===== config.mk =====
export PLATFORM = sky130hd
export DESIGN_NAME = fpg_gpio
export DESIGN_NICKNAME = d
export VERILOG_FILES = /design/src/fpg_pkg.sv /design/src/fpg_gpio.sv
export SDC_FILE = /design/constraint.sdc
export NUM_CORES = 1
export LEC_CHECK = 0
export BUFFER_PORTS_ARGS = -buffer_cell sky130_fd_sc_hd__buf_2
export CAP_MARGIN = 20
export CORE_MARGIN = 3
export CORE_UTILIZATION = 30
export DETAILED_ROUTE_END_ITERATION = 6
export SLEW_MARGIN = 20
export SYNTH_ARGS = -nofsm -noshare
export SYNTH_HDL_FRONTEND = slang
export SYNTH_SLANG_ARGS = --single-unit

===== constraint.sdc =====
create_clock -name clk_sys -period 1.8 [get_ports clk_sys]
set_clock_uncertainty 0.15 [all_clocks]
set_input_delay 0.18 -clock clk_sys [delete_from_list [all_inputs] [get_ports clk_sys]]
set_output_delay 0.18 -clock clk_sys [all_outputs]
set_load 0.05 [all_outputs]

===== src/fpg_pkg.sv =====
package fpg_pkg;
	localparam int       NUM_PORTS   = 4;
	localparam int       PORT_W      = 8;
	// register index for each addressable location (data memory offsets of own choosing)
	localparam logic [4:0] ADDR_PA_DATA   = 5'h00;
	localparam logic [4:0] ADDR_PA_DIR    = 5'h01;
	localparam logic [4:0] ADDR_PB_DATA   = 5'h02;
	localparam logic [4:0] ADDR_PB_DIR    = 5'h03;
	localparam logic [4:0] ADDR_PC_DATA   = 5'h04;
	localparam logic [4:0] ADDR_PC_DIR    = 5'h05;
	localparam logic [4:0] ADDR_PD_DATA   = 5'h06;
	localparam logic [4:0] ADDR_PD_DIR    = 5'h07;
	localparam logic [4:0] ADDR_PA_PU     = 5'h08;
	localparam logic [4:0] ADDR_PB_PU     = 5'h09;
	localparam logic [4:0] ADDR_PC_PU     = 5'h0a;
	localparam logic [4:0] ADDR_PD_PU     = 5'h0b;
	localparam logic [4:0] ADDR_PA_WAKE   = 5'h0c;
	localparam logic [4:0] ADDR_MISC      = 5'h0d;
	localparam logic [4:0] ADDR_INTERRUPT_CONTROL_ZERO     = 5'h0e;
	// field positions
	localparam int       MISC_OD_LSB    = 4;
	localparam int       MISC_WDT_W     = 4;
	localparam int       INTC_EINT0_BIT = 1;
	localparam int       INTC_EINT1_BIT = 2;
	localparam int       EXT_IRQ_PIN_ZERO_PIN       = 0;   // pin of port a shared with irq input zero
	localparam int       EXT_IRQ_PIN_ONE_PIN       = 1;
	// reset values
	localparam logic [7:0] RST_DATA  = 8'hff;
	localparam logic [7:0] RST_DIR   = 8'hff;
	localparam logic [7:0] RST_PU    = 8'h00;
	localparam logic [7:0] RST_WAKE  = 8'h00;
	localparam logic [7:0] RST_MISC  = 8'h00;
	localparam logic [7:0] RST_INTC  = 8'h00;
	localparam logic [7:0] RD_UNMAPPED = 8'h00;

	typedef struct packed {
		logic       wr_en;
		logic       rd_en;
		logic       phase_two;
		logic [4:0] addr;
		logic [7:0] wdata;
	} fpg_bus_type;

	typedef struct packed {
		logic [NUM_PORTS*PORT_W-1:0] out;
		logic [NUM_PORTS*PORT_W-1:0] oe;
		logic [NUM_PORTS*PORT_W-1:0] pull_en;
	} fpg_pins_type;

	typedef enum logic [1:0] {
		PWR_RUN   = 2'b00,
		PWR_DOWN  = 2'b01,
		PWR_WAKE  = 2'b11
	} fpg_pwr_type;
endpackage


===== src/fpg_gpio.sv =====
`timescale 1ns/1ps
module fpg_gpio
	import fpg_pkg::*;
(
	input  wire logic                        clk_sys,
	input  wire logic                        reset_n,
	input  wire fpg_pkg::fpg_bus_type        bus,
	output logic [7:0]                       rdata,
	input  wire logic                        halt_req,
	input  wire logic [31:0]                 pin_in,
	output fpg_pkg::fpg_pins_type            pins,
	output logic                             power_down,
	output logic                             wake_pulse,
	output logic                             ext_irq_zero,
	output logic                             ext_irq_one,
	output logic [3:0]                       wdt_ctrl
);
	import fpg_pkg::*;

	logic [3:0][7:0] data_q, data_d;
	logic [3:0][7:0] dir_q, dir_d;
	logic [3:0][7:0] pu_q, pu_d;
	logic [7:0]      wake_q, wake_d;
	logic [7:0]      misc_q, misc_d;
	logic [7:0]      intc_q, intc_d;
	logic [31:0]     sync1_q, sync2_q;
	logic [7:0]      pa_prev_q, pa_prev_d;
	logic [7:0]      rdata_q, rdata_d;
	fpg_pwr_type     pwr_q, pwr_d;
	logic [7:0]      pa_fall;

	// port value as seen by a read: latch for outputs, pin for inputs
	function automatic logic [7:0] port_view(input logic [7:0] dat, input logic [7:0] dir,
		input logic [7:0] lvl);
		port_view = (dir & lvl) | (~dir & dat);
	endfunction

	// two-stage pin synchroniser
	always_ff @(posedge clk_sys or negedge reset_n) begin
		if (!reset_n) begin
			sync1_q <= 32'h0000_0000;
			sync2_q <= 32'h0000_0000;
		end else begin
			sync1_q <= pin_in;
			sync2_q <= sync1_q;
		end
	end

	// register writes; single-bit ops arrive as full-byte writes after a read
	always_comb begin
		data_d = data_q;
		dir_d  = dir_q;
		pu_d   = pu_q;
		wake_d = wake_q;
		misc_d = misc_q;
		intc_d = intc_q;
		if (bus.wr_en) begin
			case (bus.addr)
				ADDR_PA_DATA: data_d[0] = bus.wdata;
				ADDR_PB_DATA: data_d[1] = bus.wdata;
				ADDR_PC_DATA: data_d[2] = bus.wdata;
				ADDR_PD_DATA: data_d[3] = bus.wdata;
				ADDR_PA_DIR:  dir_d[0]  = bus.wdata;
				ADDR_PB_DIR:  dir_d[1]  = bus.wdata;
				ADDR_PC_DIR:  dir_d[2]  = bus.wdata;
				ADDR_PD_DIR:  dir_d[3]  = bus.wdata;
				ADDR_PA_PU:   pu_d[0]   = bus.wdata;
				ADDR_PB_PU:   pu_d[1]   = bus.wdata;
				ADDR_PC_PU:   pu_d[2]   = bus.wdata;
				ADDR_PD_PU:   pu_d[3]   = bus.wdata;
				ADDR_PA_WAKE: wake_d    = bus.wdata;
				ADDR_MISC:    misc_d    = bus.wdata;
				ADDR_INTERRUPT_CONTROL_ZERO:   intc_d    = bus.wdata;
				default: ;
			endcase
		end
	end

	always_ff @(posedge clk_sys or negedge reset_n) begin
		if (!reset_n) begin
			data_q <= {4{RST_DATA}};
			dir_q  <= {4{RST_DIR}};
			pu_q   <= {4{RST_PU}};
			wake_q <= RST_WAKE;
			misc_q <= RST_MISC;
			intc_q <= RST_INTC;
		end else begin
			data_q <= data_d;
			dir_q  <= dir_d;
			pu_q   <= pu_d;
			wake_q <= wake_d;
			misc_q <= misc_d;
			intc_q <= intc_d;
		end
	end

	// read path: port level taken only on the phase-two strobe of a read
	always_comb begin
		rdata_d = rdata_q;
		if (bus.rd_en && bus.phase_two) begin
			case (bus.addr)
				ADDR_PA_DATA: rdata_d = port_view(data_q[0], dir_q[0], sync2_q[7:0]);
				ADDR_PB_DATA: rdata_d = port_view(data_q[1], dir_q[1], sync2_q[15:8]);
				ADDR_PC_DATA: rdata_d = port_view(data_q[2], dir_q[2], sync2_q[23:16]);
				ADDR_PD_DATA: rdata_d = port_view(data_q[3], dir_q[3], sync2_q[31:24]);
				ADDR_PA_DIR:  rdata_d = dir_q[0];
				ADDR_PB_DIR:  rdata_d = dir_q[1];
				ADDR_PC_DIR:  rdata_d = dir_q[2];
				ADDR_PD_DIR:  rdata_d = dir_q[3];
				ADDR_PA_PU:   rdata_d = pu_q[0];
				ADDR_PB_PU:   rdata_d = pu_q[1];
				ADDR_PC_PU:   rdata_d = pu_q[2];
				ADDR_PD_PU:   rdata_d = pu_q[3];
				ADDR_PA_WAKE: rdata_d = wake_q;
				ADDR_MISC:    rdata_d = misc_q;
				ADDR_INTERRUPT_CONTROL_ZERO:   rdata_d = intc_q;
				default:      rdata_d = RD_UNMAPPED;
			endcase
		end
	end

	always_ff @(posedge clk_sys or negedge reset_n) begin
		if (!reset_n) begin
			rdata_q <= RD_UNMAPPED;
		end else begin
			rdata_q <= rdata_d;
		end
	end
	assign rdata = rdata_q;

	// pin drivers: push-pull, open-drain on port a low nibble, pull-ups on inputs
	always_comb begin
		for (int i = 0; i < NUM_PORTS*PORT_W; i++) begin
			pins.out[i]    = data_q[i/8][i%8];
			pins.oe[i]     = ~dir_q[i/8][i%8];
			pins.pull_en[i] = pu_q[i/8][i%8] & dir_q[i/8][i%8];
		end
		for (int j = 0; j < 4; j++) begin
			if (misc_q[MISC_OD_LSB+j]) begin
				pins.out[j] = 1'b0;
				pins.oe[j]  = ~dir_q[0][j] & ~data_q[0][j];
			end
		end
	end

	// shared irq inputs only fed when enabled; otherwise pin is plain i/o
	assign ext_irq_zero = intc_q[INTC_EINT0_BIT] & sync2_q[EXT_IRQ_PIN_ZERO_PIN];
	assign ext_irq_one  = intc_q[INTC_EINT1_BIT] & sync2_q[EXT_IRQ_PIN_ONE_PIN];
	assign wdt_ctrl     = misc_q[MISC_WDT_W-1:0];

	// falling edge on a wake-enabled port a pin
	assign pa_fall = pa_prev_q & ~sync2_q[7:0] & wake_q;

	// power-down state machine
	always_comb begin
		pwr_d     = pwr_q;
		pa_prev_d = sync2_q[7:0];
		case (pwr_q)
			PWR_RUN:  if (halt_req) pwr_d = PWR_DOWN;
			PWR_DOWN: if (|pa_fall) pwr_d = PWR_WAKE;
			PWR_WAKE: pwr_d = PWR_RUN;
			default:  pwr_d = PWR_RUN;
		endcase
	end

	always_ff @(posedge clk_sys or negedge reset_n) begin
		if (!reset_n) begin
			pwr_q     <= PWR_RUN;
			pa_prev_q <= 8'h00;
		end else begin
			pwr_q     <= pwr_d;
			pa_prev_q <= pa_prev_d;
		end
	end
	assign power_down = (pwr_q == PWR_DOWN);
	assign wake_pulse = (pwr_q == PWR_WAKE);
endmodule


; Yosys cells after proc, flatten, opt, wreduce, memory -nomap -nowiden
; Cells that the tools add are included.
[classes]
eq_ne = 18
mux = 12
bitwise_logic = 93
n_reduce_logical = 20
[op_table]
columns = op, count
row1 = $pmux W8 S15, 1
row2 = $and A8 B8 Y8, 10
row3 = $not A8 Y8, 5
row4 = $and A1 B1 Y1, 38
row5 = $not A1 Y1, 36
row6 = $eq A5 B4 Y1 const B, 7
row7 = $or A8 B8 Y8, 4
row8 = $reduce_and A2 Y1, 16
row9 = $eq A5 B3 Y1 const B, 4
row10 = $eq A5 B2 Y1 const B, 2
row11 = $mux W1, 8
row12 = $reduce_or A8 Y1, 1
row13 = $eq A5 B1 Y1 const B, 1
row14 = $logic_not A5 Y1, 1
row15 = $mux W2, 2
row16 = $pmux W2 S2, 1
row17 = $eq A2 B1 Y1 const B, 1
row18 = $eq A2 B2 Y1 const B, 1
row19 = $logic_not A2 Y1, 1
row20 = $ne A2 B1 Y1 const B, 1
row21 = $ne A2 B2 Y1 const B, 1
row22 = $logic_and A1 B1 Y1, 1
[totals]
regBits = 202
output_inout_bits = 112

; Depth between registers and ports, before layout
[logic_depth]
word_depth = 6
mapped_depth = 7
ltp_nobuf = 5

; Least setup slack after synthesis
; No wires, ideal clock.
[synth_path]
path_kind = reg-to-reg
startpoint = reg dir_q[17] (netlist name)
endpoint = reg rdata_q[1], in the netlist rdata[1]
t_arrival_ns = 1.419
t_required_ns = 1.511
path_slack_ns = 0.093
path_stages_with_launch = 6
n_path_buf = 0
synth_period_minus_slack_ns = 1.707
path_cell_list = dfstp_2 > inv_1 > a21oi_1 > a21oi_1 > a2111oi_0 > a21oi_1
[synth_via]
elab_chain_len = 4
[synth_lines]
columns = element, line
row1 = "start, declared", fpg_gpio.sv:21  ; logic [3:0][7:0] dir_q, dir_d;
row2 = "start signal, assigned", fpg_gpio.sv:82  ; dir_q <= {4{RST_DIR}};
row3 = "start signal, assigned", fpg_gpio.sv:89  ; dir_q <= dir_d;
row4 = $not A8 Y8, fpg_gpio.sv:35  ; port_view = (dir & lvl) | (~dir & dat);
row5 = $and A8 B8 Y8, fpg_gpio.sv:35
row6 = $or A8 B8 Y8, fpg_gpio.sv:35
row7 = $pmux W8 S15 *, fpg_gpio.sv:101  ; case (bus.addr)
row8 = "end signal, assigned", fpg_gpio.sv:126  ; rdata_q <= rdata_d;
row9 = "end, declared", fpg_gpio.sv:28  ; logic [7:0] rdata_q, rdata_d;
; Mark *: on every way between the ends. The rest lies on a longest branch, timed or not.
; A chain may end at the register's enable or synchronous reset.

==> run summary <==
outcome -> finished clean
DR vias/cell -> 4.867
routed len/inst -> 21.85 um
clk sinks -> 202
setup slack, reg-to-reg -> 0.07 ns
clock transition at the registers of the reported paths -> 0.06 ns
RSZ-0062 raised after global routing -> true
Seq/Total Area, Yosys -> 58.53%
std cell rows -> 61
FMAX -> 562.8 MHz
reg-to-reg critical path endpoint -> rdata[1]
yosys warns -> 0
chip width -> 177.0 um
critical path class -> reg -> out
P&R area growth vs syn -> 39.76%
leakage -> 5.516 nW
EDFF count, synth -> 0
Synth Area in Simple Gates -> 9.769%
worst-path maximum fanout -> 5
Hold Crit Class -> in -> reg
Setup Total Neg Slack -> 0 ns
Yosys reg bits -> 202
Arrival @ worst endpoint -> 1.45 ns
Tcrit/Tclk final -> 98.71%
xor-xnor portion of the synthesized cell area -> 0%
Die ar. -> 31,330 sq um
Core Util, Final -> 43.30%
synthesized netlist cell count -> 661
Clock Path Buffers -> 3
Register Area -> 5135 sq um
setup violators final -> 0
Worst slew margin -> 70.16%
vias in the first global route -> 6,805
Levels on crit path -> 2
multi-input logic area -> 3263 sq um
Synth Area in Compound Gates -> 7.530%
crit path time final -> 1.777 ns
syn_area_per_cell -> 13.27 sq um
worst setup path end -> pins[0]
Clk Latency, worst-skew pair -> 0.53 ns
root buf cell -> clkbuf_16
FFs w/ async S/R, synth -> 100.0%
final hold slack -> 0.1382 ns
CP Launch Type -> flip-flop
1st-pass router iterations -> 5
via count -> 6,536
Slew Viols, Final -> 0
H-tree depth -> 1
Worst IR Drop VDD -> 0.0008428 V
core area -> 28,320 sq um
CP Data Required Time -> 1.47 ns
power density over cell area -> 1232 nW/um^2
post-synthesis adder-cell area fraction -> 0%
largest net degree at the start of global routing -> 53
dpl cells -> 1,243
Die H -> 177.0 um
I/O pin cnt -> 163
Routed Antenna Nets -> 0
Top delay family on crit path -> flip-flops
Yosys cell types -> 54
Remaining DRCs -> 0
R2R cell count -> 5
CTS tree -> built
fillcell total -> 2,670
fraction of layout cells with a size suffix above 1 -> 55.13%
Fin. Hold Viols -> 0
Tightest Pin Transition -> 0.4467 ns
post-synthesis mux area share -> 18.82%
gpl congestion -> 0.9186
slowest stage cell, crit path -> dfstp_2
# port buffers -> 162
synthesized net count -> 712
Final #Nets -> 998
launch point of the worst reg-to-reg path -> dir_q[9]
Bufs and invs on worst path -> 1
first-pass GRT wire length -> 42,920 um
DR iter-0 viols -> 334
final WL -> 29,350 um
critical path endpoint category -> output port
antenna cells -> 0
Num CTS Buffers -> 24
fin cells -> 1,343
Starting Density -> 30.98%
largest family of logic cells by synthesized area -> multiplexers
Placed Area -> 10,530 sq um
min-delay src -> pin_in[26]
start point of the critical path -> dir_q[0]
Max Cap Violations -> 0
Final Cell Area -> 12,260 sq um
CP peak stage delay -> 0.59 ns
Total GRT Usage -> 18.40%
GRT overflow -> 0
antenna violations before repair -> 0
crit path cell chain -> and2_4 > buf_8
DP HPWL -> 21,750 um
Mapped Area -> 8773 sq um
Main synth FF type -> dfrtp_1
[sequential cells by signal, summed over array words and instances, names as in the netlist, 8 cells and up]
signal,flops
dir_q,32
pu_q,32
sync1_q,32
sync2_q,32
pins,28
intc_q,8
misc_q,8
pa_prev_q,8
rdata,8
wake_q,8
[worst min path at each step]
stage               slack [ns]          end  depth (start not counted)
finish                    0.14  sync1_q[26]                          2
global route              0.14  sync1_q[20]                          2
CTS                       0.12  sync1_q[10]                          2
detailed placement       -0.02  sync1_q[28]                          1
global placement         -0.02  sync1_q[28]                          1
floorplan                -0.27    intc_q[0]                          0
[synthesized netlist by cell type (4+ instances only)]
library cell / count / area (sq um)
inv_1: 32 / 120.1
a32o_1: 6 / 60.06
a22oi_1: 6 / 45.04
nor3_1: 5 / 25.02
a31oi_1: 9 / 56.30
mux2i_1: 30 / 300.3
o22ai_1: 4 / 25.02
o21ai_0: 11 / 55.05
mux2_2: 111 / 1250
buf_4: 37 / 277.8
dfstp_2: 64 / 1682
nand2_1: 12 / 45.04
a21oi_1: 16 / 80.08
a221oi_1: 10 / 87.58
dfrtp_1: 138 / 3453
and2_1: 38 / 237.7
nor2b_1: 9 / 56.30
nand3b_1: 6 / 45.04
clkbuf_1: 11 / 41.29
mux2_1: 9 / 101.4
a22o_1: 10 / 87.58
buf_2: 6 / 30.03
o2bb2ai_1: 4 / 35.03
nand3_1: 16 / 80.08
nor2_1: 12 / 45.04
[worst register-to-register path: stages (launching register included)]
cell	delay, ns
dfstp_2	0.59
buf_4	0.16
mux2i_1	0.21
o22ai_1	0.10
a2111oi_0	0.28
a21oi_1	0.12
[per-stage QoR]
step | power, W | setup WS (ns)
after floorplan | 0.008525 | 0.09286
after global placement | 0.009592 | -0.09449
after detailed placement | 0.009631 | -0.1085
after CTS | 0.01510 | -0.03471
after global routing | 0.01570 | -0.01201
final | 0.01511 | 0.02323
[cell type report]
class / instances / area share (%)
flip-flops and latches: 202 / 41.88
multi-input cells: 373 / 26.61
repair buffers: 314 / 19.76
clock buffers: 34 / 5.531
well taps: 378 / 3.857
clock inverters: 10 / 1.388
inverters: 32 / 0.9796
[where the power goes]
group,leakage (nW),switching (W),internal (W)
clock,0.407,0.00196,0.00321
combinational,2.75,0.00245,0.00144
sequential,2.36,0.000663,0.00540
[kinds of logic after synthesis]
group,count (synthesis)
DFF,202
muxes,150
and+or+nand+nor,132
AOI/OAI and AO/OA,91
buffers and inverters,86
[layout by cell type (no fill, tap or decap), drive strengths merged, types with 5 or more instances in the layout]
| master | count |
|---|---|
| nand3 | 19 |
| a31oi | 9 |
| a22o | 10 |
| nand2 | 14 |
| dlygate4sd3 | 43 |
| o21ai | 11 |
| a32o | 6 |
| dfstp | 64 |
| a22oi | 6 |
| nand3b | 6 |
| mux2i | 30 |
| nor2 | 17 |
| mux2 | 120 |
| buf | 268 |
| clkbuf | 37 |
| a221oi | 10 |
| and2 | 38 |
| inv | 32 |
| nor3 | 8 |
| dfrtp | 138 |
| nor2b | 9 |
| a21oi | 16 |
| nor4 | 5 |
[what timing repair did]
action / 4_1_cts / 5_1_grt
buffers inserted: 9 / 14
hold buffers: 43 / 0
pin swaps: 0 / 1
setup endpoints to repair: 43 / 28
hold endpoints to repair: 265 / 0
gates resized for setup: 94 / 23
[metal layers]
metal,up-vias,global-route usage (%),routed length (um)
li1,2922,-,-
met5,-,0,0
met4,0,4.779,833
met2,229,29.54,13590
met3,58,3.518,1980
met1,3327,25.64,12950
No activity file was read; power rests on OpenSTA's default activity.
